[config.mk]
export PLATFORM = sky130hd
export DESIGN_NAME = spx_cfg_regs
export DESIGN_NICKNAME = d
export VERILOG_FILES = /design/src/shared/spx_pkg.sv /design/src/shared/spx_pre_if.sv /design/src/rtl/spx_sync.sv /design/src/rtl/spx_preload.sv /design/src/rtl/spx_cfg_regs.sv
export SDC_FILE = /design/constraint.sdc
export NUM_CORES = 1
export LEC_CHECK = 0
export ABC_CLOCK_PERIOD_IN_PS = 7600
export BUFFER_PORTS_ARGS = -buffer_cell sky130_fd_sc_hd__buf_4
export CAP_MARGIN = 20
export CORE_UTILIZATION = 40
export DETAILED_ROUTE_END_ITERATION = 8
export PLACE_DENSITY_LB_ADDON = 0.05
export SKIP_LAST_GASP = 1
export SLEW_MARGIN = 10
export SYNTH_ARGS = -nofsm -noshare
export SYNTH_HDL_FRONTEND = slang
export SYNTH_SLANG_ARGS = --single-unit
[constraint.sdc]
create_clock -name i_mclk -period 7.6 [get_ports i_mclk]
set_input_delay 1.14 -clock i_mclk [delete_from_list [all_inputs] [get_ports i_mclk]]
set_output_delay 1.14 -clock i_mclk [all_outputs]
set_load 0.005 [all_outputs]
[src/shared/spx_pkg.sv]
package spx_pkg;
  // Configuration offsets, byte addresses of aligned dwords
  localparam logic [11:0] OFS_LINK_STAT2 = 12'h098;
  localparam logic [11:0] OFS_SLOT_CAP2  = 12'h09C;
  localparam logic [11:0] OFS_SLOT_CS2   = 12'h0A0;
  localparam logic [11:0] OFS_SUBSYS_HDR = 12'h0A4;
  localparam logic [11:0] OFS_SUBSYS_ID  = 12'h0A8;
  localparam logic [11:0] OFS_BWIN_CFG   = 12'h0E4;
  localparam logic [11:0] OFS_SER_HDR    = 12'h100;
  localparam logic [11:0] OFS_SER_LOW    = 12'h104;
  localparam logic [11:0] OFS_SER_HIGH   = 12'h108;
  localparam logic [11:0] OFS_PWR_HDR    = 12'h138;
  localparam logic [11:0] OFS_PWR_SEL    = 12'h13C;
  localparam logic [11:0] OFS_PWR_DATA   = 12'h140;
  // Fixed capability fields
  localparam logic [7:0]  SUBSYS_CAP_ID  = 8'h0D;
  localparam logic [7:0]  SUBSYS_NEXT    = 8'h00;
  localparam logic [15:0] SER_CAP_ID     = 16'h0003;
  localparam logic [15:0] PWR_CAP_ID     = 16'h0004;
  localparam logic [3:0]  EXT_CAP_VER    = 4'h1;
  localparam int          DEEMPH_BIT     = 16;
  // Reset values of preloadable and host-writable fields, window type codes
  localparam logic [11:0] SER_NEXT_RST   = 12'hFB4;
  localparam logic [11:0] PWR_NEXT_RST   = 12'h148;
  localparam logic [31:0] SER_WORD_RST   = 32'h0000_0000;
  localparam logic [1:0]  BWIN_TYPE_RST  = 2'h2;
  localparam logic [1:0]  BWIN_OFF       = 2'h0;
  localparam logic [1:0]  BWIN_32        = 2'h2;
  localparam logic [1:0]  BWIN_64        = 2'h3;
  localparam logic [2:0]  BWIN_RST       = 3'h2;
  localparam logic [7:0]  PWR_SEL_RST    = 8'h00;
  // Arbitrary neutral identity values
  localparam logic [15:0] SUBSYS_MAKER_RST  = 16'h1A2B;
  localparam logic [15:0] SUBSYS_DEVICE_RST = 16'h3C4D;
  // Power budget data entries
  localparam logic [7:0]  PWR_SEL_MAX    = 8'h00;
  localparam logic [7:0]  PWR_SEL_SUST   = 8'h01;
  localparam logic [7:0]  PWR_BASE_MAX   = 8'h04;
  localparam logic [7:0]  PWR_BASE_SUST  = 8'h03;
  localparam logic [2:0]  PWR_TYPE_MAX   = 3'h7;
  localparam logic [2:0]  PWR_TYPE_SUST  = 3'h3;
  localparam logic [2:0]  PWR_RAIL       = 3'h2;
  // Field positions inside the power budget data word
  localparam int          PWR_TYPE_LSB   = 15;
  localparam int          PWR_RAIL_LSB   = 18;
endpackage

[src/shared/spx_pre_if.sv]
`timescale 1ns/1ps
interface spx_pre_if;
  logic [15:0] maker_code;   // Subsystem maker code
  logic [15:0] device_code;  // Subsystem device code
  logic [31:0] ser_low;      // Serial number, first dword
  logic [31:0] ser_high;     // Serial number, second dword
  logic [11:0] ser_next;     // Serial header next pointer
  logic [11:0] pwr_next;     // Power header next pointer
  logic [2:0]  bwin_def;     // Base window default
  logic        ready;        // Loader finished
  modport src (output maker_code, device_code, ser_low, ser_high, ser_next, pwr_next,
               bwin_def, ready);
  modport dst (input maker_code, device_code, ser_low, ser_high, ser_next, pwr_next,
               bwin_def, ready);
endinterface

[src/rtl/spx_sync.sv]
`timescale 1ns/1ps
module spx_sync (
  input  wire logic i_mclk,
  input  wire logic i_reset,
  input  wire logic i_pin,
  output logic      o_level,
  output logic      o_valid
);
  logic [2:0] sh_r;    // Three stage chain; stage 0 feeds only stage 1
  logic [2:0] fill_r;  // Ones walk in as the chain fills after reset

  // Sample the pin
  always_ff @(posedge i_mclk or posedge i_reset) begin
    if (i_reset) begin
      sh_r   <= 3'h0;
      fill_r <= 3'h0;
    end else begin
      sh_r   <= {sh_r[1:0], i_pin};
      fill_r <= {fill_r[1:0], 1'b1};
    end
  end

  // Accept a value once stages 1 and 2 agree
  // Reset zeros are not a sample of the pin, so wait until the chain is full
  always_ff @(posedge i_mclk or posedge i_reset) begin
    if (i_reset) begin
      o_level <= 1'b0;
      o_valid <= 1'b0;
    end else if (fill_r[2] && sh_r[2] == sh_r[1]) begin
      o_level <= sh_r[2];
      o_valid <= 1'b1;
    end
  end
endmodule // spx_sync

[src/rtl/spx_preload.sv]
`timescale 1ns/1ps
module spx_preload (
  input  wire logic        i_mclk,
  input  wire logic        i_reset,
  input  wire logic        i_ld_we,
  input  wire logic [11:0] i_ld_addr,
  input  wire logic [31:0] i_ld_data,
  input  wire logic        i_ld_done,
  spx_pre_if.src           pre
);
  // Loader writes land here; values are reset defaults until overwritten
  always_ff @(posedge i_mclk or posedge i_reset) begin
    if (i_reset) begin
      pre.maker_code  <= spx_pkg::SUBSYS_MAKER_RST;
      pre.device_code <= spx_pkg::SUBSYS_DEVICE_RST;
      pre.ser_low     <= spx_pkg::SER_WORD_RST;
      pre.ser_high    <= spx_pkg::SER_WORD_RST;
      pre.ser_next    <= spx_pkg::SER_NEXT_RST;
      pre.pwr_next    <= spx_pkg::PWR_NEXT_RST;
      pre.bwin_def    <= spx_pkg::BWIN_RST;
    end else if (i_ld_we && !pre.ready) begin
      // Loader addresses the same offsets the host sees
      case (i_ld_addr)
        spx_pkg::OFS_SUBSYS_ID: begin
          pre.maker_code  <= i_ld_data[15:0];
          pre.device_code <= i_ld_data[31:16];
        end
        spx_pkg::OFS_SER_LOW:  pre.ser_low  <= i_ld_data;
        spx_pkg::OFS_SER_HIGH: pre.ser_high <= i_ld_data;
        spx_pkg::OFS_SER_HDR:  pre.ser_next <= i_ld_data[31:20];
        spx_pkg::OFS_PWR_HDR:  pre.pwr_next <= i_ld_data[31:20];
        spx_pkg::OFS_BWIN_CFG: pre.bwin_def <= i_ld_data[2:0];
        default: ;
      endcase
    end
  end

  // Sticky ready; late loader writes are ignored to keep reads stable
  always_ff @(posedge i_mclk or posedge i_reset) begin
    if (i_reset) begin
      pre.ready <= 1'b0;
    end else if (i_ld_done) begin
      pre.ready <= 1'b1;
    end
  end
endmodule // spx_preload

[src/rtl/spx_cfg_regs.sv]
// Behaviour
// - Bit 16 shows current de-emphasis, port dependent reset
// - Subsystem header low byte reads 0Dh
// - Subsystem next pointer byte reads 00h
// - Subsystem maker code, read-only, preloadable
// - Subsystem device code, read-only, preloadable
// - Window type 00 off, 10 32-bit, 11 64-bit
// - Base window register exists upstream only
// - Serial header identifier reads 0003h
// - Both extended headers report version 1
// - Next pointers FB4h and 148h, preloadable
// - First serial dword read-only, default zero
// - Second serial dword read-only, default zero
// - Power header identifier reads 0004h
// - Power header exists upstream only
// - Selector 00h max, 01h sustained budget
// - Other selector values report zero budget
// - Selector upstream only, writable, resets 00h
// - Base power 04h for 0, 03h for 1
`timescale 1ns/1ps
module spx_cfg_regs (
  input  wire logic        i_mclk,
  input  wire logic        i_reset,
  input  wire logic        i_port_up_pin,
  input  wire logic        i_deemph_vld,
  input  wire logic        i_deemph_lvl,
  input  wire logic        i_ld_we,
  input  wire logic [11:0] i_ld_addr,
  input  wire logic [31:0] i_ld_data,
  input  wire logic        i_ld_done,
  input  wire logic        i_cfg_req,
  input  wire logic        i_cfg_we,
  input  wire logic [11:0] i_cfg_addr,
  input  wire logic [3:0]  i_cfg_be,
  input  wire logic [31:0] i_cfg_wdata,
  output logic             o_cfg_ack,
  output logic [31:0]      o_cfg_rdata,
  output logic [1:0]       o_bwin_type,
  output logic             o_bwin_pref,
  output logic             o_ready
);
  spx_pre_if   pre ();       // Preloaded values
  logic        up_lvl;       // Synchronised strap, 1 on upstream port
  logic        up_vld;       // Strap has settled
  logic        strap_done_r; // De-emphasis initialised from strap
  logic        deemph_r;     // Current de-emphasis, 1 means -6.0db
  logic        ready_seen_r; // Preload default copied into the base window register
  logic [2:0]  bwin_r;       // Base window type and prefetch
  logic [7:0]  sel_r;        // Power budget data selector
  logic [11:0] addr_r;       // Offset of the request being answered
  logic        take;         // Request accepted this cycle
  logic [31:0] rd_nxt;       // Read data for the accepted request
  logic [31:0] pwr_data;     // Power budget data word

  // Port role strap arrives from a pin
  spx_sync u_sync (
    .i_mclk  (i_mclk),
    .i_reset (i_reset),
    .i_pin   (i_port_up_pin),
    .o_level (up_lvl),
    .o_valid (up_vld)
  );

  // Loader front end
  spx_preload u_preload (
    .i_mclk    (i_mclk),
    .i_reset   (i_reset),
    .i_ld_we   (i_ld_we),
    .i_ld_addr (i_ld_addr),
    .i_ld_data (i_ld_data),
    .i_ld_done (i_ld_done),
    .pre       (pre)
  );

  // Hold requests until both loader and strap are settled
  assign take = i_cfg_req && !o_cfg_ack && pre.ready && up_vld && ready_seen_r;

  // De-emphasis: strap picks the reset level, the link updates it later
  always_ff @(posedge i_mclk or posedge i_reset) begin
    if (i_reset) begin
      deemph_r     <= 1'b0;
      strap_done_r <= 1'b0;
    end else if (up_vld && !strap_done_r) begin
      deemph_r     <= !up_lvl;
      strap_done_r <= 1'b1;
    end else if (strap_done_r && i_deemph_vld) begin
      deemph_r     <= i_deemph_lvl;
    end
  end

  // Base window register; preload default taken once, host writes after
  always_ff @(posedge i_mclk or posedge i_reset) begin
    if (i_reset) begin
      bwin_r       <= spx_pkg::BWIN_RST;
      ready_seen_r <= 1'b0;
    end else if (pre.ready && !ready_seen_r) begin
      bwin_r       <= pre.bwin_def;
      ready_seen_r <= 1'b1;
    end else if (take && i_cfg_we && up_lvl && i_cfg_addr == spx_pkg::OFS_BWIN_CFG
                 && i_cfg_be[0]) begin
      bwin_r       <= i_cfg_wdata[2:0];
    end
  end

  // Selector byte, writable upstream only
  always_ff @(posedge i_mclk or posedge i_reset) begin
    if (i_reset) begin
      sel_r <= spx_pkg::PWR_SEL_RST;
    end else if (take && i_cfg_we && up_lvl && i_cfg_addr == spx_pkg::OFS_PWR_SEL
                 && i_cfg_be[0]) begin
      sel_r <= i_cfg_wdata[7:0];
    end
  end

  // Power budget data for the selected entry; unknown entries are zero
  always_comb begin
    pwr_data = 32'h0000_0000;
    if (sel_r == spx_pkg::PWR_SEL_MAX) begin
      pwr_data[7:0]  = spx_pkg::PWR_BASE_MAX;
      pwr_data[spx_pkg::PWR_TYPE_LSB +: 3] = spx_pkg::PWR_TYPE_MAX;
      pwr_data[spx_pkg::PWR_RAIL_LSB +: 3] = spx_pkg::PWR_RAIL;
    end else if (sel_r == spx_pkg::PWR_SEL_SUST) begin
      pwr_data[7:0]  = spx_pkg::PWR_BASE_SUST;
      pwr_data[spx_pkg::PWR_TYPE_LSB +: 3] = spx_pkg::PWR_TYPE_SUST;
      pwr_data[spx_pkg::PWR_RAIL_LSB +: 3] = spx_pkg::PWR_RAIL;
    end
  end

  // Read decode; unmapped and downstream-hidden offsets read zero
  always_comb begin
    rd_nxt = 32'h0000_0000;
    case (i_cfg_addr)
      spx_pkg::OFS_LINK_STAT2: rd_nxt[spx_pkg::DEEMPH_BIT] = deemph_r;
      spx_pkg::OFS_SUBSYS_HDR: rd_nxt = {16'h0000, spx_pkg::SUBSYS_NEXT,
                                         spx_pkg::SUBSYS_CAP_ID};
      spx_pkg::OFS_SUBSYS_ID:  rd_nxt = {pre.device_code, pre.maker_code};
      spx_pkg::OFS_BWIN_CFG: begin
        if (up_lvl) begin
          rd_nxt[2:0] = bwin_r;
        end
      end
      spx_pkg::OFS_SER_HDR:  rd_nxt = {pre.ser_next, spx_pkg::EXT_CAP_VER,
                                       spx_pkg::SER_CAP_ID};
      spx_pkg::OFS_SER_LOW:  rd_nxt = pre.ser_low;
      spx_pkg::OFS_SER_HIGH: rd_nxt = pre.ser_high;
      spx_pkg::OFS_PWR_HDR: begin
        if (up_lvl) begin
          rd_nxt = {pre.pwr_next, spx_pkg::EXT_CAP_VER,
                    spx_pkg::PWR_CAP_ID};
        end
      end
      spx_pkg::OFS_PWR_SEL: begin
        if (up_lvl) begin
          rd_nxt[7:0] = sel_r;
        end
      end
      spx_pkg::OFS_PWR_DATA: begin
        if (up_lvl) begin
          rd_nxt = pwr_data;
        end
      end
      default: rd_nxt = 32'h0000_0000;
    endcase
  end

  // Answer one cycle after acceptance; writes answer with zero data
  always_ff @(posedge i_mclk or posedge i_reset) begin
    if (i_reset) begin
      o_cfg_ack   <= 1'b0;
      o_cfg_rdata <= 32'h0000_0000;
      addr_r      <= 12'h000;
    end else begin
      o_cfg_ack <= take;
      if (take) begin
        o_cfg_rdata <= i_cfg_we ? 32'h0000_0000 : rd_nxt;
        addr_r      <= i_cfg_addr;
      end
    end
  end

  // Registered copies for the window decoder and ready indication
  always_ff @(posedge i_mclk or posedge i_reset) begin
    if (i_reset) begin
      o_bwin_type <= spx_pkg::BWIN_TYPE_RST;
      o_bwin_pref <= 1'b0;
      o_ready     <= 1'b0;
    end else begin
      o_bwin_type <= up_lvl ? bwin_r[1:0] : spx_pkg::BWIN_OFF;
      o_bwin_pref <= up_lvl && bwin_r[2];
      o_ready     <= pre.ready && up_vld && ready_seen_r;
    end
  end

  // Checks on answered reads, selector writes and answers before preload
  logic rd_ack;  // Read answer this cycle
  logic was_rd_r;  // Answered request was a read
  always_ff @(posedge i_mclk or posedge i_reset) begin
    if (i_reset) begin
      was_rd_r <= 1'b0;
    end else if (take) begin
      was_rd_r <= !i_cfg_we;
    end
  end
  assign rd_ack = o_cfg_ack && was_rd_r;

  cap_id_a: assert property (@(posedge i_mclk) disable iff (i_reset)
    rd_ack && addr_r == spx_pkg::OFS_SUBSYS_HDR |-> o_cfg_rdata[7:0] == 8'h0D)
    else $error("subsystem capability id wrong");
  next_ptr_a: assert property (@(posedge i_mclk) disable iff (i_reset)
    rd_ack && addr_r == spx_pkg::OFS_SUBSYS_HDR |-> o_cfg_rdata[31:8] == 24'h000000)
    else $error("subsystem next pointer not zero");
  ser_hdr_a: assert property (@(posedge i_mclk) disable iff (i_reset)
    rd_ack && addr_r == spx_pkg::OFS_SER_HDR |-> o_cfg_rdata[19:0] == 20'h10003)
    else $error("serial header id or version wrong");
  pwr_hdr_a: assert property (@(posedge i_mclk) disable iff (i_reset)
    rd_ack && up_lvl && addr_r == spx_pkg::OFS_PWR_HDR |-> o_cfg_rdata[19:0] == 20'h10004)
    else $error("power header id or version wrong");
  sel_zero_a: assert property (@(posedge i_mclk) disable iff (i_reset)
    rd_ack && addr_r == spx_pkg::OFS_PWR_DATA && sel_r > 8'h01 |-> o_cfg_rdata == 32'h0)
    else $error("unsupported selector gave nonzero budget");
  base_pwr_a: assert property (@(posedge i_mclk) disable iff (i_reset)
    rd_ack && up_lvl && addr_r == spx_pkg::OFS_PWR_DATA && sel_r == 8'h01
      |-> o_cfg_rdata[7:0] == 8'h03)
    else $error("sustained base power wrong");
  down_hide_a: assert property (@(posedge i_mclk) disable iff (i_reset)
    rd_ack && !up_lvl && addr_r == spx_pkg::OFS_BWIN_CFG |-> o_cfg_rdata == 32'h0)
    else $error("window register visible downstream");
  slot_zero_a: assert property (@(posedge i_mclk) disable iff (i_reset)
    rd_ack && (addr_r == spx_pkg::OFS_SLOT_CAP2 || addr_r == spx_pkg::OFS_SLOT_CS2)
      |-> o_cfg_rdata == 32'h0)
    else $error("slot word not zero");
  sel_write_a: assert property (@(posedge i_mclk) disable iff (i_reset)
    take && i_cfg_we && up_lvl && i_cfg_addr == spx_pkg::OFS_PWR_SEL && i_cfg_be[0]
      |=> sel_r == $past(i_cfg_wdata[7:0]) ##1 sel_r == $past(sel_r))
    else $error("selector write not stored");
  hold_ack_a: assert property (@(posedge i_mclk) disable iff (i_reset)
    !pre.ready |=> !o_cfg_ack)
    else $error("answer before preload finished");

  // Link status word: only the de-emphasis bit may be set
  link_upper_a: assert property (@(posedge i_mclk) disable iff (i_reset)
    rd_ack && addr_r == spx_pkg::OFS_LINK_STAT2
      |-> o_cfg_rdata[31:17] == 15'h0 && o_cfg_rdata[15:0] == 16'h0)
    else $error("reserved link status bits not zero");

  // Strap picks the first level: upstream 0, downstream 1
  deemph_init_a: assert property (@(posedge i_mclk) disable iff (i_reset)
    $rose(strap_done_r) |-> deemph_r == !$past(up_lvl))
    else $error("de-emphasis start level wrong");

  // A level reported by the link shows on the next cycle
  deemph_upd_a: assert property (@(posedge i_mclk) disable iff (i_reset)
    strap_done_r && i_deemph_vld |=> deemph_r == $past(i_deemph_lvl))
    else $error("de-emphasis update lost");

  // Downstream ports never open a window in the decoder
  win_down_a: assert property (@(posedge i_mclk) disable iff (i_reset)
    !up_lvl |=> o_bwin_type == spx_pkg::BWIN_OFF && !o_bwin_pref)
    else $error("window decoder enabled downstream");

  // Upstream ports pass type and prefetch flag on unchanged
  win_copy_a: assert property (@(posedge i_mclk) disable iff (i_reset)
    up_lvl |=> {o_bwin_pref, o_bwin_type} == $past(bwin_r))
    else $error("window outputs differ from register");

  // Host write to the window register lands in one cycle
  win_write_a: assert property (@(posedge i_mclk) disable iff (i_reset)
    take && i_cfg_we && up_lvl && i_cfg_addr == spx_pkg::OFS_BWIN_CFG && i_cfg_be[0]
      |=> bwin_r == $past(i_cfg_wdata[2:0]))
    else $error("window write not stored");

  // Power budgeting registers are hidden on downstream ports
  up_only_a: assert property (@(posedge i_mclk) disable iff (i_reset)
    rd_ack && !up_lvl && (addr_r == spx_pkg::OFS_PWR_HDR || addr_r == spx_pkg::OFS_PWR_SEL
      || addr_r == spx_pkg::OFS_PWR_DATA) |-> o_cfg_rdata == 32'h0000_0000)
    else $error("upstream-only register visible downstream");

  // No host access yet, so the selector still holds its reset value
  sel_rst_a: assert property (@(posedge i_mclk) disable iff (i_reset)
    !ready_seen_r |-> sel_r == spx_pkg::PWR_SEL_RST)
    else $error("selector left its reset value");

  // Identity word shows the loaded or default codes
  sub_id_a: assert property (@(posedge i_mclk) disable iff (i_reset)
    rd_ack && addr_r == spx_pkg::OFS_SUBSYS_ID
      |-> o_cfg_rdata == {pre.device_code, pre.maker_code})
    else $error("subsystem codes wrong");

  // Serial number dwords come straight from the loader copy
  ser_low_a: assert property (@(posedge i_mclk) disable iff (i_reset)
    rd_ack && addr_r == spx_pkg::OFS_SER_LOW |-> o_cfg_rdata == pre.ser_low)
    else $error("first serial dword wrong");

  ser_high_a: assert property (@(posedge i_mclk) disable iff (i_reset)
    rd_ack && addr_r == spx_pkg::OFS_SER_HIGH |-> o_cfg_rdata == pre.ser_high)
    else $error("second serial dword wrong");

  // Next pointers follow the loader, version stays fixed
  ser_next_a: assert property (@(posedge i_mclk) disable iff (i_reset)
    rd_ack && addr_r == spx_pkg::OFS_SER_HDR |-> o_cfg_rdata[31:20] == pre.ser_next)
    else $error("serial next pointer wrong");

  pwr_next_a: assert property (@(posedge i_mclk) disable iff (i_reset)
    rd_ack && up_lvl && addr_r == spx_pkg::OFS_PWR_HDR
      |-> o_cfg_rdata[31:16] == {pre.pwr_next, spx_pkg::EXT_CAP_VER})
    else $error("power next pointer or version wrong");

  // Once reads are open the serial dwords and subsystem codes must not move
  preload_hold_a: assert property (@(posedge i_mclk) disable iff (i_reset)
    pre.ready |=> $stable(pre.ser_low) && $stable(pre.ser_high)
      && $stable(pre.maker_code) && $stable(pre.device_code))
    else $error("preloaded value changed after ready");
endmodule // spx_cfg_regs

==> out/metrics.yaml <==
cts_buffers: 17
ys_warn_count: 0
critical_path_class: "input port to flip-flop"
post_synth_instance_area_um2: 8100
grt_max_degree: 109
drive_above_1_share: 0.457
num_rows: 51
ys_top_cells_by_area: "dfrtp_1, mux2_2, dfstp_2"
globalplace.congestion: 0.816
max-slew-margin-rel: 0.293
first_iter_violations: 282
required_ns: 7.95
pre_cts_slack_ns: 3.95
synth_edf_count: 0
via_count: 5635
io_buffer_count: 110
dp_hpwl_um: 13300
ctsRootBufferMaster: "clkbuf_16"
ys_ff_latch: 183
io_pins: 138
die_y_um: 144
tightestPinTransition_ns: 1.05
critPathMaxFanout: 18
status: "finished clean"
postCtsSetupBuffers: 0
firstDrtPassIters: 5
tns_ns: 0
dieArea_um2: 20800
final_antenna_net_count: 0
fmax_ghz: 0.313
grt_pass1_wl_um: 33400
cts_resized: 0
clk_pin_slew_ns: 0.07
start_kind: "input port"
async_reset_ff_frac: 1.00
synthCells: 618
setup_violations: 0
areaGrowthSynthToFinish_pct: 21.2
initial_core_util: 0.412
drc: 0
ir_worst_vdd_mv: 0.147
min_period_over_period: 0.420
clkSinkCount: 183
num_antenna_cells: 0
rsz0062_at_grt: "false"
htree_num_levels: 4
ctsHoldBuffers: 0
ys_types: 68
ys_dominant_reg_cell: "dfrtp_1"
final_core_util: 0.499
syn-num-nets: 719
powerDensity_nw_per_um2: 201
layout.nets: 821
synth_top_area_cell: "dfrtp_1"
first_global_vias: 6034
p_leak_nw: 4.55
wire_per_inst_um: 20.8
layout_setup_ws_ns: 4.41
grt_use_total: 0.217
routed_wl_um: 20800
skew_ns: 0.00772
maxCapViolCount: 0
avgSynthCellArea_um2: 13.1
cts_tree: "done"
holdWs_ns: 0.349
hold_viol_final: 0
arrival_ns: 3.54
vias_per_cell: 5.65
core_area_um2: 19700
slew_violations: 0
antenna_found_initial: 0
cts.path.max_buffers: 2
yosysSeqAreaShare: 0.570
crit_path_end_kind: "flip-flop"
clk_latency_ns: 0.43
period_minus_slack_ns: 3.19
grt_remaining_overflow: 0
hold_path_class: "flip-flop to flip-flop"
die_w_um: 144
yosysTopAreaCellShare: 0.476
-- path summary, 6_finish.rpt --
check                                                     start                                     to  slack [ns]  depth (start not counted)
worst max-delay path                              i_cfg_addr[3]            o_cfg_rdata[23]$_DFFE_PP0N_        4.41                          5
worst min register to register         u_sync.sh_r[0]$_DFF_PP0_               u_sync.sh_r[1]$_DFF_PP0_        0.35                          0
min in group asynchronous                               i_reset        u_preload.pre.ready$_DFFE_PP0P_        0.75                          2
max in group asynchronous                               i_reset  u_preload.pre.ser_low[31]$_DFFE_PP0P_        5.49                          3
worst min-delay path                   u_sync.sh_r[0]$_DFF_PP0_               u_sync.sh_r[1]$_DFF_PP0_        0.35                          0
worst max register to register  u_preload.pre.ready$_DFFE_PP0P_            o_cfg_rdata[30]$_DFFE_PP0N_        5.02                          6
-- per-layer routing --
metal / part of all wire / vias to the layer above / global-route usage
met5: 0 / - / 0
met4: 0.017 / 0 / 0.0753
met3: 0.043 / 25 / 0.0394
met2: 0.48 / 150 / 0.356
met1: 0.46 / 2920 / 0.288
li1: - / 2540 / -
-- Yosys cell counts, drive strengths merged (4+ instances only) --
master,count
nor4b,6
o2bb2ai,9
or2,4
a22oi,15
nor2,6
nand2,44
a21oi,8
a221oi,9
dfstp,29
inv,8
buf,19
nor3,12
nand3b,4
a21boi,5
a222oi,16
clkbuf,17
a22o,4
o21ai,34
and2,5
dfrtp,154
mux2,137
nor2b,6
nor4,10
nand3,7
-- registers in the layout, indices dropped and copies added, names as in the netlist, 2 cells and up --
register,cells
u_preload.pre.bwin_def,3
u_preload.pre.ser_next,12
u_preload.pre.ser_high,32
u_sync.sh_r,3
u_sync.fill_r,3
bwin_r,3
u_preload.pre.maker_code,16
u_preload.pre.pwr_next,12
u_preload.pre.device_code,16
u_preload.pre.ser_low,32
sel_r,8
o_bwin_type,2
o_cfg_rdata,32
-- stage by stage --
stage	area (um^2)	power [mW]	cells
4_1_cts	9780	2.00	997
5_1_grt	9810	2.05	998
6_report	9810	1.98	998
3_5_place_dp	9190	1.10	965
3_3_place_gp	9190	1.10	965
2_1_floorplan	8100	1.04	618
-- worst max-delay path, stage by stage --
cell and delay, ns:
buf_4 0.24, or4b_1 0.70, nor4_4 1.00, a222oi_1 0.23, o21ai_1 0.21
-- area by class of cell --
class | instances | area, um^2
tap | 265 | 332
sequential | 183 | 4620
fill | 1768 | 9850
clock inverter | 9 | 116
timing repair buffer | 119 | 913
inverter | 8 | 35.0
multi-input combinational | 391 | 3320
clock buffer | 23 | 478
-- placed cells by master, fill, tap and decap left out, drive strengths merged, types with 7 or more instances in the layout --
cell type / count
o2bb2ai: 9
nand2: 44
a21oi: 8
inv: 11
dfstp: 29
dfrtp: 154
nand3: 7
a22oi: 15
mux2: 137
buf: 119
o21ai: 34
nor3: 12
a222oi: 16
nor4: 10
clkbuf: 23
a221oi: 9
-- logic make-up (layout without fill, tap and decap cells) --
family / Yosys count / count (layout) / synth area share
simple gates: 127 / 127 / 0.0961
buf+inv: 44 / 159 / 0.0243
compound gates: 122 / 122 / 0.114
flops: 183 / 183 / 0.570
xor+xnor: 1 / 1 / 0.00108
mux: 140 / 140 / 0.194
other cells: 1 / 1 / 0.000463
-- report_power, final --
part | switching [mW] | internal, mW
Combinational | 0.0613 | 0.0393
Clock | 0.375 | 0.516
Sequential | 0.00453 | 0.981
Note: power is estimated with default switching activity, not from simulation.
